### src/design/pmc_pkg.sv
// constants and types for the global power mode controller
// Summary of operation
// - Four global modes exist, ranked by consumption: active, alternate active, sleep, hibernate.
// - In active mode each subsystem is enabled or disabled by its own bit of the active template.
// - Template bits may change at any time in active mode and take effect at once.
// - A disabled subsystem has its digital clock gated and its analog bias enable deasserted.
// - The CPU may disable itself by its template bit and is re-enabled at the next wakeup.
// - Any wakeup returns the mode to active and enables the CPU regardless of templates, unless a mode request is taken in active mode in the same cycle.
// - Active is the mode after reset.
// - Alternate active enables a reduced set, for example CPU and flash off, peripherals on.
// - Sleep disables most resources automatically, overriding the templates.
// - Hibernate stops all clocks while retaining state and leaves only through reset.
// - In sleep the periodic wake counter wakes the device periodically, at most every 128 ms.
// - Sleep is left on a periodic wake counter event or on a system reset.
package pmc_pkg;
   localparam int NSUB       = 8;
   localparam int CPU_BIT    = 0;
   localparam int FLASH_BIT  = 1;
   localparam logic [NSUB-1:0] ACT_TMPL_RST = 8'hff;
   localparam logic [NSUB-1:0] ALT_TMPL_RST = 8'hfc;
   // subsystems that stay alive in sleep (none: only the wake counter runs)
   localparam logic [NSUB-1:0] SLEEP_KEEP   = 8'h00;
   // wake counter: low-speed tick is 1 kHz, longest interval 128 ms
   localparam int WAKE_MAX_MS   = 128;
   localparam int TICK_HZ       = 1000;
   localparam int WAKE_MAX_TICK = WAKE_MAX_MS * TICK_HZ / 1000;
   localparam int WCW           = 8;
   localparam logic [WCW-1:0] WAKE_INTV_RST = 8'h80;
   typedef enum logic [1:0] {
      PMC_REQ_ACTIVE,
      PMC_REQ_ALT,
      PMC_REQ_SLEEP,
      PMC_REQ_HIB
   } pmc_mode_e;
endpackage

### src/design/pmc_ctrl.sv
// global power mode controller top
`timescale 1ns/1ps
module pmc_ctrl (
   input  wire logic                     clk_sys_i,
   input  wire logic                     srst_i,
   input  wire logic                     mode_req_i,
   input  wire logic [1:0]               mode_sel_i,
   input  wire logic [pmc_pkg::NSUB-1:0] act_tmpl_i,
   input  wire logic                     act_tmpl_we_i,
   input  wire logic [pmc_pkg::NSUB-1:0] alt_tmpl_i,
   input  wire logic                     alt_tmpl_we_i,
   input  wire logic [pmc_pkg::WCW-1:0]  wake_intv_i,
   input  wire logic                     wake_intv_we_i,
   input  wire logic                     wake_cnt_clr_i,
   input  wire logic                     low_speed_oscillator_tick_i,
   output logic [pmc_pkg::NSUB-1:0]      clk_en_o,
   output logic [pmc_pkg::NSUB-1:0]      bias_en_o,
   output logic [1:0]                    mode_o,
   output logic [pmc_pkg::NSUB-1:0]      act_tmpl_o,
   output logic [pmc_pkg::NSUB-1:0]      alt_tmpl_o,
   output logic                          all_clk_stop_o,
   output logic                          lsclk_sel_o,
   output logic                          wake_o
);
   typedef enum logic [1:0] {
      PMC_ST_ACTIVE,
      PMC_ST_ALT,
      PMC_ST_SLEEP,
      PMC_ST_HIB
   } pmc_state_e;

   pmc_state_e              st_r;
   pmc_state_e              st_nxt;
   pmc_state_e              req_st;
   logic [pmc_pkg::NSUB-1:0] act_r;
   logic [pmc_pkg::NSUB-1:0] act_nxt;
   logic [pmc_pkg::NSUB-1:0] alt_r;
   logic [pmc_pkg::NSUB-1:0] alt_nxt;
   logic [pmc_pkg::WCW-1:0]  intv_r;
   logic [pmc_pkg::WCW-1:0]  intv_nxt;
   logic [pmc_pkg::NSUB-1:0] en_r;
   logic [pmc_pkg::NSUB-1:0] en_nxt;
   logic                     tick_s1_r;
   logic                     tick_s2_r;
   logic                     tick_d_r;
   logic                     tick_pls;
   logic                     wake_pls;
   logic                     wake_r;

   // the oscillator tick is asynchronous: two stages before edge detect
   always_ff @(posedge clk_sys_i) begin
      if (srst_i) begin
         tick_s1_r <= 1'b0;
         tick_s2_r <= 1'b0;
         tick_d_r  <= 1'b0;
      end else begin
         tick_s1_r <= low_speed_oscillator_tick_i;
         tick_s2_r <= tick_s1_r;
         tick_d_r  <= tick_s2_r;
      end
   end
   assign tick_pls = tick_s2_r & ~tick_d_r;

   // counter runs in every mode except hibernate
   pmc_wake_counter u_wake (
      .clk_sys_i (clk_sys_i),
      .srst_i    (srst_i),
      .run_i     (st_r != PMC_ST_HIB),
      .clr_i     (wake_cnt_clr_i),
      .tick_i    (tick_pls),
      .intv_i    (intv_r),
      .wake_o    (wake_pls)
   );

   // map a request select onto the state it asks for; 0 means stay active
   function automatic pmc_state_e sel_to_state(input logic [1:0] sel);
      pmc_state_e st;
      case (sel)
         2'h1:    st = PMC_ST_ALT;
         2'h2:    st = PMC_ST_SLEEP;
         2'h3:    st = PMC_ST_HIB;
         default: st = PMC_ST_ACTIVE;
      endcase
      return st;
   endfunction

   assign req_st = sel_to_state(mode_sel_i);

   // mode sequencing
   always_comb begin
      st_nxt = st_r;
      case (st_r)
         PMC_ST_ACTIVE: begin
            if (mode_req_i) begin
               st_nxt = req_st;
            end
         end
         // from alternate active only a lower mode may be requested
         PMC_ST_ALT: begin
            if (wake_pls) begin
               st_nxt = PMC_ST_ACTIVE;
            end else if (mode_req_i &&
                         (req_st == PMC_ST_SLEEP ||
                          req_st == PMC_ST_HIB)) begin
               st_nxt = req_st;
            end
         end
         PMC_ST_SLEEP: begin
            if (wake_pls) begin
               st_nxt = PMC_ST_ACTIVE;
            end
         end
         // only srst_i leaves hibernate
         PMC_ST_HIB: st_nxt = PMC_ST_HIB;
         default:    st_nxt = PMC_ST_ACTIVE;
      endcase
   end

   // templates, wake interval and resulting enables
   always_comb begin
      act_nxt  = act_r;
      alt_nxt  = alt_r;
      intv_nxt = intv_r;
      if (act_tmpl_we_i) begin
         act_nxt = act_tmpl_i;
      end
      if (alt_tmpl_we_i) begin
         alt_nxt = alt_tmpl_i;
      end
      if (wake_intv_we_i) begin
         intv_nxt = wake_intv_i;
      end
      // any wakeup, in active mode too, re-enables the cpu in the
      // template, so a self-disable lasts only until the next wake;
      // a same-cycle write loses on the cpu bit only
      if (wake_pls) begin
         act_nxt[pmc_pkg::CPU_BIT] = 1'b1;
      end
      case (st_nxt)
         PMC_ST_ACTIVE: en_nxt = act_nxt;
         PMC_ST_ALT:    en_nxt = alt_nxt;
         PMC_ST_SLEEP:  en_nxt = pmc_pkg::SLEEP_KEEP;
         PMC_ST_HIB:    en_nxt = '0;
         default:       en_nxt = act_nxt;
      endcase
   end

   always_ff @(posedge clk_sys_i) begin
      if (srst_i) begin
         st_r   <= PMC_ST_ACTIVE;
         act_r  <= pmc_pkg::ACT_TMPL_RST;
         alt_r  <= pmc_pkg::ALT_TMPL_RST;
         intv_r <= pmc_pkg::WAKE_INTV_RST;
         en_r   <= pmc_pkg::ACT_TMPL_RST;
         wake_r <= 1'b0;
      end else begin
         st_r   <= st_nxt;
         act_r  <= act_nxt;
         alt_r  <= alt_nxt;
         intv_r <= intv_nxt;
         en_r   <= en_nxt;
         wake_r <= wake_pls;
      end
   end

   // clock gate and bias follow the same enable, so neither can lag
   for (genvar g = 0; g < pmc_pkg::NSUB; g++) begin : g_sub
      assign clk_en_o[g]  = en_r[g];
      assign bias_en_o[g] = en_r[g];
   end
   assign mode_o         = st_r;
   assign act_tmpl_o     = act_r;
   assign alt_tmpl_o     = alt_r;
   assign all_clk_stop_o = (st_r == PMC_ST_HIB);
   assign lsclk_sel_o    = (st_r == PMC_ST_SLEEP);
   assign wake_o         = wake_r;
endmodule

### src/design/pmc_wake_counter.sv
// periodic wake counter running on synchronised low-speed ticks
`timescale 1ns/1ps
module pmc_wake_counter (
   input  wire logic                    clk_sys_i,
   input  wire logic                    srst_i,
   input  wire logic                    run_i,
   input  wire logic                    clr_i,
   input  wire logic                    tick_i,
   input  wire logic [pmc_pkg::WCW-1:0] intv_i,
   output logic                         wake_o
);
   logic [pmc_pkg::WCW-1:0] cnt_r;
   logic [pmc_pkg::WCW-1:0] cnt_nxt;
   logic                    wake_r;
   logic                    wake_nxt;
   logic [pmc_pkg::WCW-1:0] lim;

   // intervals above the maximum are clipped; zero reads as one tick
   always_comb begin
      lim = intv_i;
      if (intv_i > pmc_pkg::WCW'(pmc_pkg::WAKE_MAX_TICK)) begin
         lim = pmc_pkg::WCW'(pmc_pkg::WAKE_MAX_TICK);
      end
      if (lim == '0) begin
         lim = 8'h01;
      end
      cnt_nxt  = cnt_r;
      wake_nxt = 1'b0;
      if (clr_i || !run_i) begin
         cnt_nxt = '0;
      end else if (tick_i) begin
         if (cnt_r + 8'h01 >= lim) begin
            cnt_nxt  = '0;
            wake_nxt = 1'b1;
         end else begin
            cnt_nxt = cnt_r + 8'h01;
         end
      end
   end

   always_ff @(posedge clk_sys_i) begin
      if (srst_i) begin
         cnt_r  <= '0;
         wake_r <= 1'b0;
      end else begin
         cnt_r  <= cnt_nxt;
         wake_r <= wake_nxt;
      end
   end

   assign wake_o = wake_r;
endmodule

### config.mk
export PLATFORM = sky130hd
export DESIGN_NAME = pmc_ctrl
export DESIGN_NICKNAME = d
export VERILOG_FILES = /design/src/design/pmc_pkg.sv /design/src/design/pmc_ctrl.sv /design/src/design/pmc_wake_counter.sv
export SDC_FILE = /design/constraint.sdc
export NUM_CORES = 1
export LEC_CHECK = 0
export BUFFER_PORTS_ARGS = -buffer_cell sky130_fd_sc_hd__buf_2
export CELL_PAD_IN_SITES_DETAIL_PLACEMENT = 1
export CELL_PAD_IN_SITES_GLOBAL_PLACEMENT = 1
export CORE_MARGIN = 1.5
export CORE_UTILIZATION = 40
export CTS_CLUSTER_SIZE = 14
export DETAILED_ROUTE_END_ITERATION = 10
export PLACE_DENSITY_LB_ADDON = 0.2
export SETUP_SLACK_MARGIN = 0.15
export SLEW_MARGIN = 20
export SYNTH_ARGS = -nofsm -noshare
export SYNTH_HDL_FRONTEND = slang
export SYNTH_SLANG_ARGS = --single-unit
### constraint.sdc
create_clock -name clk_sys_i -period 4.7 [get_ports clk_sys_i]
set_input_delay 0.235 -clock clk_sys_i [delete_from_list [all_inputs] [get_ports clk_sys_i]]
set_output_delay 0.235 -clock clk_sys_i [all_outputs]
set_load 0.01 [all_outputs]
==> impl_table.tex, run 1 <==
\begin{tabular}{lr}
\hline
Metric & Value \\
\hline
\multicolumn{2}{l}{\textbf{Hold path}} \\
\quad Hold Crit Class & primary input to register \\
\quad WHS Endpoint & tick\_s1\_r \\
\quad Hold Startpoint & low\_speed\_oscillator\_tick\_i \\
\quad Cell depth of the worst min-delay path & 2 \\
\multicolumn{2}{l}{\textbf{Critical path}} \\
\quad WP data arrival & $\sim$3000 ps \\
\quad Worst reg2reg setup slack & slightly below 2000 ps \\
\quad Required time of the critical path & around 5000 ps \\
\quad Top cell by count, worst path & ha\_1 \\
\quad Critical Setup Path Class & register to register \\
\quad Critical path origin & u\_wake.cnt\_r[0] \\
\quad Worst-path fanout max & 9 \\
\quad Capturing point of the worst reg2reg path & u\_wake.cnt\_r[5] \\
\quad Cell breakdown of the critical path & ha\_1 -> nand3\_1 -> nor2\_1 -> xor2\_1 -> ha\_1 -> a21o\_1 -> a2111oi\_4 -> o31a\_1 -> o21ai\_0 -> nand2\_1 \\
\quad Top Family by Delay on Critical Path & compound AO/OA/AOI/OAI gates \\
\quad Startpoint of the worst register-to-register path & u\_wake.cnt\_r[0] \\
\quad Logic depth of the worst register-to-register path & 10 \\
\quad Startpoint kind of the worst setup timing path & register \\
\quad Slowest cell on the critical path & dfxtp\_1 \\
\quad Bufs and invs on worst path & 0 \\
\quad Crit path largest cell delay & 410 ps \\
\quad Sort of element at the end of the critical path & register \\
\multicolumn{2}{l}{\textbf{Drt}} \\
\quad DRC violation total after the first TritonRoute iteration & 28 \\
\quad Number of nets with antenna violations after routing & 0 \\
\quad Ratio of routed vias to standard cells & just under 5 \\
\quad Total number of vias & $\sim$1,700 \\
\quad Detailed Routing Iterations Pass 1 & 4 \\
\quad Total detailed-routing wirelength & 4670 um \\
\quad Number of DRC violations after detailed routing & 0 \\
\quad Routed wire per std cell & $\sim$14 um \\
\multicolumn{2}{l}{\textbf{Synthesis}} \\
\quad Most used flip-flop cell after synthesis & dfxtp\_1 \\
\quad Async SR Flop Fraction & 0\% \\
\quad Flip-flop and latch count after synthesis & between 40 and 50 \\
\quad Synth top cells by count & dfxtp\_1 (47), nor2\_1 (17), nand2\_1 (16), nand2b\_1 (16), mux2\_2 (14) \\
\quad Most frequent cell after synthesis & dfxtp\_1 \\
\quad Total nets after synthesis & 256 \\
\quad Post-Synthesis Mean Instance Area & $\sim$10 um2 \\
\quad Count of cell types in the netlist & 39 \\
\quad Warning count from the yosys run & 0 \\
\quad Sequential cell area fraction in the yosys report & 44.11\% \\
\quad Synth area leaders & dfxtp\_1 (44\%), mux2\_2 (7.4\%), ha\_1 (5.3\%) \\
\quad Top cell type's share of synthesized area & $\sim$44\% \\
\quad Number of enable-type register cells in the synthesized netlist & 0 \\
\quad Combined area of all synthesized cells & roughly 2100 um2 \\
\quad Leading area contributor after synthesis & dfxtp\_1 \\
\quad Syn Inst Count & 213 \\
\multicolumn{2}{l}{\textbf{Timing}} \\
\quad Final Setup Violations & 0 \\
\quad Slew Limit Headroom & 53.05\% \\
\quad Final worst path period need & between 2000 and 3000 ps \\
\quad Number of max-slew violations in the final report & 0 \\
\quad Final hold vios & 0 \\
\quad Worst-margin pin slew & 699.6 ps \\
\quad Maximum clock skew at final layout & $\sim$6.5 ps \\
\quad Portion of the clock cycle consumed by the worst path in the final layout & between 50\% and 60\% \\
\quad Total Neg Setup Slack & 0 ps \\
\quad Max Clock Freq & around 0.37 GHz \\
\quad Unrepaired setup endpoints after global routing & no \\
\multicolumn{2}{l}{\textbf{Final layout}} \\
\quad Final cell count without fillers & about 340 \\
\quad Final nets & 315 \\
\quad Share of layout cells above drive strength 1 & a little over a third \\
\quad Area added between synthesis and finish & 20.53\% \\
\quad ANT cells & 0 \\
\multicolumn{2}{l}{\textbf{Global routing}} \\
\quad Antenna violations before repair & 0 \\
\quad Final global-route overflow total & 0 \\
\quad Total GRT Usage & 16.90\% \\
\quad Via count of the first global-routing pass & roughly 1,700 \\
\quad First-pass GRT wire length & between 7000 and 8000 um \\
\quad Maximum number of pins on one net before global-route repair & 24 \\
\multicolumn{2}{l}{\textbf{Die}} \\
\quad Row count & 26 \\
\quad Starting density of the core & 41.50\% \\
\quad CORE AREA & around 5000 um2 \\
\quad Boundary Pins & 71 \\
\quad Chip Width & 76.03 um \\
\quad Height of the die & approximately 76 um \\
\quad Die outline area & slightly below 6000 um2 \\
\multicolumn{2}{l}{\textbf{Power}} \\
\quad Max IR drop VDD & between 0.1 and 0.15 mV \\
\quad Lkg Pwr & 1.139 nW \\
\quad PwrDens & 333.3 nW/um2 \\
\multicolumn{2}{l}{\textbf{Clocking}} \\
\quad H-tree depth reported by CTS & 2 \\
\quad Post-CTS setup buffer count & 0 \\
\quad Count of hold buffers inserted by post-cts repair & 0 \\
\quad Resized Gates After CTS & 0 \\
\quad Clock root buffer & clkbuf\_8 \\
\quad Clk pin slew, worst setup/hold paths & approximately 90 ps \\
\quad Number of sinks on the clock net & 47 \\
\quad Num CTS Buffers & 5 \\
\quad Number of buffers on the longest clock path & 2 \\
\quad Clock Latency Late Sink & $\sim$300 ps \\
\quad Clock tree from TritonCTS & built \\
\multicolumn{2}{l}{\textbf{Placed design}} \\
\quad Count of buffers inserted at the top-level ports & 70 \\
\quad Placer Congestion & $\sim$0.77 \\
\quad Detailed placement HPWL & 3574 um \\
\quad Placed cell count & 335 \\
\multicolumn{2}{l}{\textbf{Run status}} \\
\quad Outcome & finished, final reports clean \\
\multicolumn{2}{l}{\textbf{Job}} \\
\quad Max-capacitance violation count & 0 \\
\hline
\end{tabular}
-- flip-flops by register name, summed over array words and instances (netlist names) --
signal,cells
act_tmpl_o,8
alt_tmpl_o,8
bias_en_o,8
intv_r,8
mode_o,2
tick_d_r,1
tick_s1_r,1
tick_s2_r,1
u_wake.cnt_r,8
u_wake.wake_o,1
wake_o,1
-- worst max path at each step --
stage | cells past startpoint | slack, ps | to
finish | 10 | 1970 | u_wake.cnt_r[5]
detailed placement | 10 | 1990 | u_wake.cnt_r[5]
floorplan | 11 | 2350 | u_wake.cnt_r[2]
global route | 10 | 1770 | u_wake.cnt_r[5]
CTS | 10 | 1940 | u_wake.cnt_r[5]
global placement | 10 | 2070 | u_wake.cnt_r[2]
-- placed cells by master (no fill, tap or decap), types with 2 or more instances in the layout --
cell      count
nand2_1      16
nor3_1        4
nor2_1       17
a211oi_1      2
clkbuf_8      5
inv_1         2
dfxtp_1      47
o21ai_0       2
ha_1          9
nor2b_1       7
o311ai_0      2
nand3b_1      2
mux2_2       14
a211o_1       2
a221o_1       6
and2_1        2
mux2i_1      11
nand2b_1     16
xnor2_1       2
a22o_1        5
buf_2        70
nand3_1       4
a21oi_1       6
xor2_1        3
-- metal layers --
layer / vias up / wire (um) / GRT usage [%]
met5: - / 0 / 0
met1: 790 / 2208 / 22.52
li1: 857 / - / -
met2: 47 / 2160 / 26.58
met3: 5 / 249 / 4.910
met4: 0 / 52 / 5.000
-- cell type report --
cell class                 instances  area (um2)
clock buffer                       5       68.82
clock inverter                     3       47.55
fill                             634        2569
inverter                           3       11.26
multi-input combinational        145        1065
sequential                        47       940.9
tap                               70       87.58
timing repair buffer              70       350.3
-- power breakdown --
part | switching [mW] | leakage (nW) | internal [mW]
clock network | 0.141 | 0.0587 | 0.161
registers | 0.0131 | 0.388 | 0.420
logic | 0.0625 | 0.692 | 0.0586
total | 0.217 | 1.14 | 0.640
-- logic make-up after synthesis --
| group | after synthesis | synth area share, % |
|---|---|---|
| mux | 25 | 12.55 |
| simple gates | 73 | 17.24 |
| flops | 47 | 44.11 |
| buf+inv | 21 | 5.982 |
| compound gates | 33 | 12.79 |
| xor+xnor | 5 | 2.053 |
| fa+ha+maj | 9 | 5.279 |
-- per-stage QoR --
step | hold WS [ps] | power (mW) | util, % | setup slack, ps | area, um2
final | 150.0 | 0.8571 | 50.02 | 1967 | 2571
after global placement | 418.8 | 0.5628 | 47.76 | 2066 | 2455
after global routing | 135.6 | 0.9001 | 50.02 | 1770 | 2571
after floorplan | 306.6 | 0.5252 | - | 2351 | 2133
after CTS | 143.6 | 0.8683 | 50.02 | 1938 | 2571
after detailed placement | 435.7 | 0.5657 | 47.76 | 1993 | 2455
Note: power is estimated with default switching activity, not from simulation.
==> run 2: changes to the inputs <==
--- a/config.mk
+++ b/config.mk
@@ -9,7 +9,7 @@
 export CELL_PAD_IN_SITES_DETAIL_PLACEMENT = 1
 export CELL_PAD_IN_SITES_GLOBAL_PLACEMENT = 1
 export CORE_MARGIN = 1.5
-export CORE_UTILIZATION = 40
+export CORE_UTILIZATION = 34
 export CTS_CLUSTER_SIZE = 14
 export DETAILED_ROUTE_END_ITERATION = 10
 export PLACE_DENSITY_LB_ADDON = 0.2
==> constraint.sdc (replaced) <==
create_clock -name clk_sys_i -period 2.5 [get_ports clk_sys_i]
set_input_delay 0.125 -clock clk_sys_i [delete_from_list [all_inputs] [get_ports clk_sys_i]]
set_output_delay 0.125 -clock clk_sys_i [all_outputs]
set_load 0.01 [all_outputs]
==> run 2 against run 1 <==
Final cell count rose by 6.7%. Critical path depth up 2. Hold slack lost 110 ps. Global-route usage is 0.35 points higher. Via count grew 7.0%. Clock-buffer cell count grew 1. Non-clock buffer count grew 18. Clock power grew 51%. Final area is 11% higher. Die area is 17% higher.
==> impl_table.tex, run 2 (same netlist as run 1, synthesis figures left out) <==
\begin{tabular}{lr}
\hline
Metric & Value \\
\hline
\multicolumn{2}{l}{\textbf{Critical path}} \\
\quad Sort of element at the end of the critical path & register \\
\quad Worst-path fanout max & 4 (-5) \\
\quad Top Family by Delay on Critical Path & compound AO/OA/AOI/OAI gates \\
\quad WP data arrival & 2640 ps (-340 ps) \\
\quad Cell breakdown of the critical path & and3\_4 -> nand3\_2 -> buf\_6 -> nor2\_1 -> or2\_4 -> ha\_4 -> a21o\_1 -> a2111oi\_4 -> o31a\_1 -> buf\_6 -> buf\_16 -> a22o\_1 \\
\quad Critical Setup Path Class & register to register \\
\quad Top cell by count, worst path & buf\_6 \\
\quad Startpoint kind of the worst setup timing path & register \\
\quad Slowest cell on the critical path & dfxtp\_4 \\
\quad Crit path largest cell delay & 370 ps (-40 ps) \\
\quad Bufs and invs on worst path & 3 (+3) \\
\quad Required time of the critical path & 2740 ps (-2210 ps) \\
\multicolumn{2}{l}{\textbf{Global routing}} \\
\quad Final global-route overflow total & 0 (unchanged) \\
\quad Via count of the first global-routing pass & 1,830 (+11\%) \\
\quad Maximum number of pins on one net before global-route repair & 23 (-4.2\%) \\
\quad First-pass GRT wire length & 8721 um (+11\%) \\
\quad Antenna violations before repair & 0 (unchanged) \\
\quad Total GRT Usage & 17.25\% (+0.35 points) \\
\multicolumn{2}{l}{\textbf{Timing}} \\
\quad Worst-margin pin slew & 655.8 ps (-43.75 ps) \\
\quad Maximum clock skew at final layout & 3.923 ps (-2.584 ps) \\
\quad Final hold vios & 0 (unchanged) \\
\quad Post-layout worst setup margin & 99.31 ps (-1868 ps) \\
\quad Number of max-slew violations in the final report & 0 (unchanged) \\
\quad Portion of the clock cycle consumed by the worst path in the final layout & 96.03\% (+38 points) \\
\quad Final worst path period need & 2401 ps (-332.1 ps) \\
\quad Max Clock Freq & 0.4165 GHz (+14\%) \\
\quad Slew Limit Headroom & 55.98\% (+2.9 points) \\
\quad Final Setup Violations & 0 (unchanged) \\
\quad Unrepaired setup endpoints after global routing & yes \\
\multicolumn{2}{l}{\textbf{Die}} \\
\quad Row count & 28 (+7.7\%) \\
\quad Starting density of the core & 35.61\% (-5.9 points) \\
\quad Chip Width & 82.21 um (+8.1\%) \\
\quad Die outline area & 6758 um2 (+17\%) \\
\quad CORE AREA & 5991 um2 (+17\%) \\
\quad Height of the die & 82.21 um (+8.1\%) \\
\quad Boundary Pins & 71 (unchanged) \\
\multicolumn{2}{l}{\textbf{Clocking}} \\
\quad Num CTS Buffers & 5 (unchanged) \\
\quad Clock tree from TritonCTS & built \\
\quad Clk pin slew, worst setup/hold paths & 90 ps (about the same) \\
\quad Number of buffers on the longest clock path & 2 (unchanged) \\
\quad Clock Latency Late Sink & 300 ps (about the same) \\
\quad Clock root buffer & clkbuf\_8 \\
\quad H-tree depth reported by CTS & 2 (unchanged) \\
\quad Number of sinks on the clock net & 47 (unchanged) \\
\multicolumn{2}{l}{\textbf{Placed design}} \\
\quad Placed cell count & 348 (+3.9\%) \\
\quad Worst setup slack before clock tree synthesis & -33.02 ps (-2026 ps) \\
\quad Instance area at placement & 2534 um2 (+3.2\%) \\
\quad Placer Congestion & 0.7920 (+2.6\%) \\
\quad Detailed placement HPWL & 3745 um (+4.8\%) \\
\quad Count of buffers inserted at the top-level ports & 70 (unchanged) \\
\multicolumn{2}{l}{\textbf{Power}} \\
\quad Power share of the sequential group & 54.0\% (+3.4 points) \\
\quad Switching share of power & 26.91\% (+1.6 points) \\
\quad Lkg Pwr & 1.235 nW (+8.4\%) \\
\quad Net switching power & 0.4057 mW (+87\%) \\
\quad Clock network power share & 30.3\% (-5.0 points) \\
\quad Max IR drop VDD & 0.2712 mV (+91\%) \\
\quad PwrDens & 527.6 nW/um2 (+58\%) \\
\quad Share of total power in combinational logic & 15.8\% (+1.7 points) \\
\quad Internal power & 1.102 mW (+72\%) \\
\multicolumn{2}{l}{\textbf{Drt}} \\
\quad Number of nets with antenna violations after routing & 0 (unchanged) \\
\quad Total number of vias & 1,818 (+7.0\%) \\
\quad Detailed Routing Iterations Pass 1 & 4 (unchanged) \\
\quad Number of DRC violations after detailed routing & 0 (unchanged) \\
\quad Ratio of routed vias to standard cells & 4.967 (+0.28\%) \\
\quad Total detailed-routing wirelength & 5403 um (+16\%) \\
\quad DRC violation total after the first TritonRoute iteration & 43 (+54\%) \\
\quad Routed wire per std cell & 14.76 um (+8.4\%) \\
\multicolumn{2}{l}{\textbf{Final layout}} \\
\quad Share of layout cells above drive strength 1 & 45.02\% (+10 points) \\
\quad Final cell count without fillers & 366 (+6.7\%) \\
\quad Leading cell type in the layout, fill and taps excluded & buf\_2 \\
\quad Area added between synthesis and finish & 33.96\% \\
\quad Summed area of non-filler cells in the final layout & 2858 um2 (+11\%) \\
\quad ANT cells & 0 (unchanged) \\
\quad Most used cells in the layout excluding fill and tap cells & buf\_2 (70), dfxtp\_1 (43), nand2\_1 (16), nand2b\_1 (16), nor2\_1 (15) \\
\quad Final nets & 333 (+5.7\%) \\
\multicolumn{2}{l}{\textbf{Hold path}} \\
\quad Hold Crit Class & primary input to register \\
\multicolumn{2}{l}{\textbf{Job}} \\
\quad Max-capacitance violation count & 0 (unchanged) \\
\multicolumn{2}{l}{\textbf{Run status}} \\
\quad Outcome & finished, final reports clean \\
\hline
\end{tabular}
-- run 2: cell count changes in the layout (fill, tap and decap cells not counted), moves of 2 or more --
| cell | change |
|---|---|
| nor2_1 | -2 |
| buf_6 | +2 |
| nand3_2 | +2 |
| dfxtp_4 | +2 |
| nor2_4 | +2 |
| dfxtp_1 | -4 |
| ha_1 | -3 |
| xor2_1 | -2 |
| nand3_1 | -3 |
| ha_4 | +3 |
| buf_4 | +14 |
| dfxtp_2 | +2 |
-- run 2: final cells by class --
class	count	area, um2
clock buffer	6	72.57
clock inverter	2	12.51
fill	694	3133
inverter	3	11.26
multi-input combinational	145	1191
sequential	47	950.9
tap	75	93.84
timing repair buffer	88	525.5
-- run 2: per-stage QoR --
step / power (mW) / hold slack (ps) / util, % / TNS (ps)
3_5_place_dp: 1.067 / 356.1 / 42.29 / -33.02
5_1_grt: 1.587 / 54.29 / 47.70 / -82.11
6_report: 1.508 / 36.60 / 47.70 / 0
4_1_cts: 1.532 / 33.70 / 46.68 / 0
2_1_floorplan: 0.9875 / 196.6 / - / 0
3_3_place_gp: 1.063 / 352.5 / 42.29 / 0
-- run 2: per-layer routing --
| metal | global-route usage (%) | vias up | wire [um] |
|---|---|---|---|
| met5 | 0 | - | 0 |
| met4 | 7.966 | 0 | 113 |
| met3 | 4.066 | 9 | 293 |
| met2 | 29.92 | 47 | 2677 |
| met1 | 19.91 | 870 | 2318 |
| li1 | - | 892 | - |
-- run 2: what timing repair did --
item | in CTS | in global routing
resized for setup | 23 | 9
endpoints found under the setup margin | 8 | 8
gates cloned | 1 | 0
hold endpoints to repair | 0 | 0
hold buffers | 0 | 0
buffers inserted | 7 | 2
pin swaps | 14 | 4
-- run 2: power by group through the flow --
stage / logic [mW] / registers [mW] / clock network [mW]
3_3_place_gp: 0.231 / 0.832 / 0
6_report: 0.238 / 0.814 / 0.456
3_5_place_dp: 0.234 / 0.834 / 0
4_1_cts: 0.242 / 0.815 / 0.475
2_1_floorplan: 0.145 / 0.843 / 0
5_1_grt: 0.264 / 0.820 / 0.503
-- run 2: path summary, 6_finish.rpt --
path	slack, ps	depth (start not counted)	endpoint	startpoint
worst min-delay path	40	2	tick_s1_r	low_speed_oscillator_tick_i
worst max-delay path	100	12	u_wake.cnt_r[4]	u_wake.cnt_r[0]
worst min register to register	460	1	tick_s2_r	tick_s1_r
worst max register to register	100	12	u_wake.cnt_r[4]	u_wake.cnt_r[0]
==> run 3: changes to the inputs <==
--- a/config.mk
+++ b/config.mk
@@ -5,13 +5,13 @@
 export SDC_FILE = /design/constraint.sdc
 export NUM_CORES = 1
 export LEC_CHECK = 0
-export BUFFER_PORTS_ARGS = -buffer_cell sky130_fd_sc_hd__buf_2
 export CELL_PAD_IN_SITES_DETAIL_PLACEMENT = 1
 export CELL_PAD_IN_SITES_GLOBAL_PLACEMENT = 1
 export CORE_MARGIN = 1.5
-export CORE_UTILIZATION = 34
+export CORE_UTILIZATION = 41
 export CTS_CLUSTER_SIZE = 14
 export DETAILED_ROUTE_END_ITERATION = 10
+export DONT_BUFFER_PORTS = 1
 export PLACE_DENSITY_LB_ADDON = 0.2
 export SETUP_SLACK_MARGIN = 0.15
 export SLEW_MARGIN = 20
==> run 3 against run 2 <==
Non-clock buffer count is 57 lower. Utilization is 3.6 points higher. Via count is 11% lower. Die area is 16% lower. Register-to-register slack better by 50 ps. Clock skew is 3.0 ps higher. Combinational power is 32% lower. Power is 0.40% lower. Maximum frequency is 2.1% higher. Final cell count is 17% lower. Global-route usage is 1.6 points higher. Highest routed layer unchanged.
==> impl_table.tex, run 3 (same netlist as run 1, synthesis figures left out) <==
\begin{tabular}{lr}
\hline
Metric & Value \\
\hline
\multicolumn{2}{l}{\textbf{Run status}} \\
\quad Outcome & finished, final reports clean \\
\multicolumn{2}{l}{\textbf{Drt}} \\
\quad Number of nets with antenna violations after routing & 0 (unchanged) \\
\quad Routed wire per std cell & 17.51 um (+19\%) \\
\quad Detailed Routing Iterations Pass 1 & 4 (unchanged) \\
\quad Total detailed-routing wirelength & 5322 um (-1.5\%) \\
\quad Total number of vias & 1,623 (-11\%) \\
\quad DRC violation total after the first TritonRoute iteration & 54 (+26\%) \\
\quad Number of DRC violations after detailed routing & 0 (unchanged) \\
\quad Ratio of routed vias to standard cells & 5.339 (+7.5\%) \\
\multicolumn{2}{l}{\textbf{Critical path}} \\
\quad Worst-path fanout max & 4 (unchanged) \\
\quad Sort of element at the end of the critical path & register \\
\quad Startpoint kind of the worst setup timing path & register \\
\quad WP data arrival & 2610 ps (-30 ps) \\
\quad Required time of the critical path & 2760 ps (+20 ps) \\
\quad Critical Setup Path Class & register to register \\
\multicolumn{2}{l}{\textbf{Global routing}} \\
\quad Maximum number of pins on one net before global-route repair & 22 (-4.3\%) \\
\quad Met2 GRT Util & 33.43\% (+3.5 points) \\
\quad Via count of the first global-routing pass & 1,698 (-7.2\%) \\
\quad Grt met3 use & 5.355\% (+1.3 points) \\
\quad Global-route layer with the greatest usage & met2 \\
\quad Antenna violations before repair & 0 (unchanged) \\
\quad Met1 track demand over resource & 22.27\% (+2.4 points) \\
\quad Final global-route overflow total & 0 (unchanged) \\
\quad First-pass GRT wire length & 7935 um (-9.0\%) \\
\quad Total GRT Usage & 18.84\% (+1.6 points) \\
\multicolumn{2}{l}{\textbf{Timing}} \\
\quad Total Neg Setup Slack & 0 ps (unchanged) \\
\quad Final Setup Violations & 0 (unchanged) \\
\quad Final worst path period need & 2350 ps (-50.32 ps) \\
\quad Number of max-slew violations in the final report & 0 (unchanged) \\
\quad Max Clock Freq & 0.4255 GHz (+2.1\%) \\
\quad Maximum clock skew at final layout & 6.886 ps (+2.963 ps) \\
\quad Unrepaired setup endpoints after global routing & yes \\
\quad Portion of the clock cycle consumed by the worst path in the final layout & 94.01\% (-2.0 points) \\
\quad Final hold vios & 0 (unchanged) \\
\quad Worst-margin pin slew & 828.8 ps (+172.9 ps) \\
\quad Slew Limit Headroom & 44.57\% (-11 points) \\
\multicolumn{2}{l}{\textbf{Power}} \\
\quad Lkg Pwr & 1.006 nW (-19\%) \\
\quad Overall Power & 1.502 mW (-0.40\%) \\
\quad Max IR drop VDD & 0.4056 mV (+50\%) \\
\quad PwrDens & 577.3 nW/um2 (+9.4\%) \\
\multicolumn{2}{l}{\textbf{Clocking}} \\
\quad Clock root buffer & clkbuf\_8 \\
\quad Clock tree from TritonCTS & built \\
\quad Num CTS Buffers & 5 (unchanged) \\
\quad H-tree depth reported by CTS & 2 (unchanged) \\
\quad Clock Latency Late Sink & 310 ps (about the same) \\
\quad Number of sinks on the clock net & 47 (unchanged) \\
\quad Clk pin slew, worst setup/hold paths & 100 ps (about the same) \\
\quad Number of buffers on the longest clock path & 2 (unchanged) \\
\multicolumn{2}{l}{\textbf{Job}} \\
\quad Max-capacitance violation count & 0 (unchanged) \\
\multicolumn{2}{l}{\textbf{Die}} \\
\quad Starting density of the core & 42.04\% (+6.4 points) \\
\quad Boundary Pins & 71 (unchanged) \\
\quad Row count & 26 (-7.1\%) \\
\quad CORE AREA & 5075 um2 (-15\%) \\
\quad Die outline area & 5645 um2 (-16\%) \\
\quad Height of the die & 75.13 um (-8.6\%) \\
\quad Chip Width & 75.13 um (-8.6\%) \\
\multicolumn{2}{l}{\textbf{Placed design}} \\
\quad Detailed placement HPWL & 3398 um (-9.3\%) \\
\quad Count of buffers inserted at the top-level ports & 0 (-100\%) \\
\quad Placed cell count & 268 (-23\%) \\
\quad Instance area at placement & 2127 um2 (-16\%) \\
\quad Placer Congestion & 0.7613 (-3.9\%) \\
\multicolumn{2}{l}{\textbf{Final layout}} \\
\quad Share of layout cells above drive strength 1 & 24.36\% (-21 points) \\
\quad Final cell count without fillers & 304 (-17\%) \\
\quad Final nets & 276 (-17\%) \\
\quad Most used cells in the layout excluding fill and tap cells & dfxtp\_1 (43), dlygate4sd3\_1 (17), nand2\_1 (16), nand2b\_1 (16), nor2\_1 (15) \\
\quad ANT cells & 0 (unchanged) \\
\quad Summed area of non-filler cells in the final layout & 2601 um2 (-9.0\%) \\
\quad Area added between synthesis and finish & 21.94\% \\
\quad Leading cell type in the layout, fill and taps excluded & dfxtp\_1 \\
\multicolumn{2}{l}{\textbf{Hold path}} \\
\quad Hold Crit Class & primary input to register \\
\hline
\end{tabular}
[run 3: cell count changes in the layout (fill, tap and decap cells not counted), sizes merged]
| cell | before | now |
|---|---|---|
| buf | 88 | 14 |
| clkbuf | 6 | 5 |
| clkinv | 2 | 1 |
| dlygate4sd3 | 0 | 17 |
| inv | 2 | 4 |
[run 3: final cells by class]
type,instances,area [um2]
Tap cell,70,87.58
Fill cell,565,2474
Multi-Input combinational cell,145,1175
Sequential cell,47,948.4
Clock inverter,3,27.53
Inverter,3,11.26
Timing Repair Buffer,31,282.8
Clock buffer,5,68.82
[run 3: power by group]
group          switching (mW)  internal [mW]
Clock                   0.287          0.208
Combinational          0.0732         0.0899
Sequential             0.0539          0.790
[run 3: critical path, cell delays in order (launching register included)]
cell	delay, ps
dfxtp_4	390
ha_4	160
nand3_4	90
nor2_4	120
xor2_2	180
ha_1	270
a21o_1	200
a2111oi_4	300
o31a_1	240
buf_4	140
buf_6	100
a22o_1	110
[run 3: worst paths after layout]
check | cells past startpoint | slack [ps] | to | start
max reg2reg | 11 | 150 | u_wake.cnt_r[1] | u_wake.cnt_r[1]
max | 11 | 150 | u_wake.cnt_r[1] | u_wake.cnt_r[1]
min | 2 | 6 | intv_r[3] | wake_intv_i[3]
min reg2reg | 1 | 450 | tick_s2_r | tick_s1_r
[run 3: stage by stage]
step	setup WS, ps	hold slack, ps	utilization, %
CTS	136.2	0.1407	49.80
finish	149.6	6.186	51.26
floorplan	150.8	196.6	-
global route	31.45	18.43	51.26
detailed placement	-42.19	202.0	41.91
global placement	65.32	199.4	41.91
[run 3: layer usage]
| metal | up-vias | part of all wire (%) |
|---|---|---|
| li1 | 779 | - |
| met1 | 795 | 42 |
| met2 | 45 | 52 |
| met3 | 4 | 4.7 |
| met4 | 0 | 1.0 |
| met5 | - | 0 |
[run 3: what timing repair did]
action                     in CTS  in global routing
setup endpoints to repair       8                  9
pin swaps                      11                  2
gates resized for setup        19                  9
gates cloned                    1                  0
hold endpoints to repair       22                  0
setup buffers                   7                  3
hold buffers                   17                  0
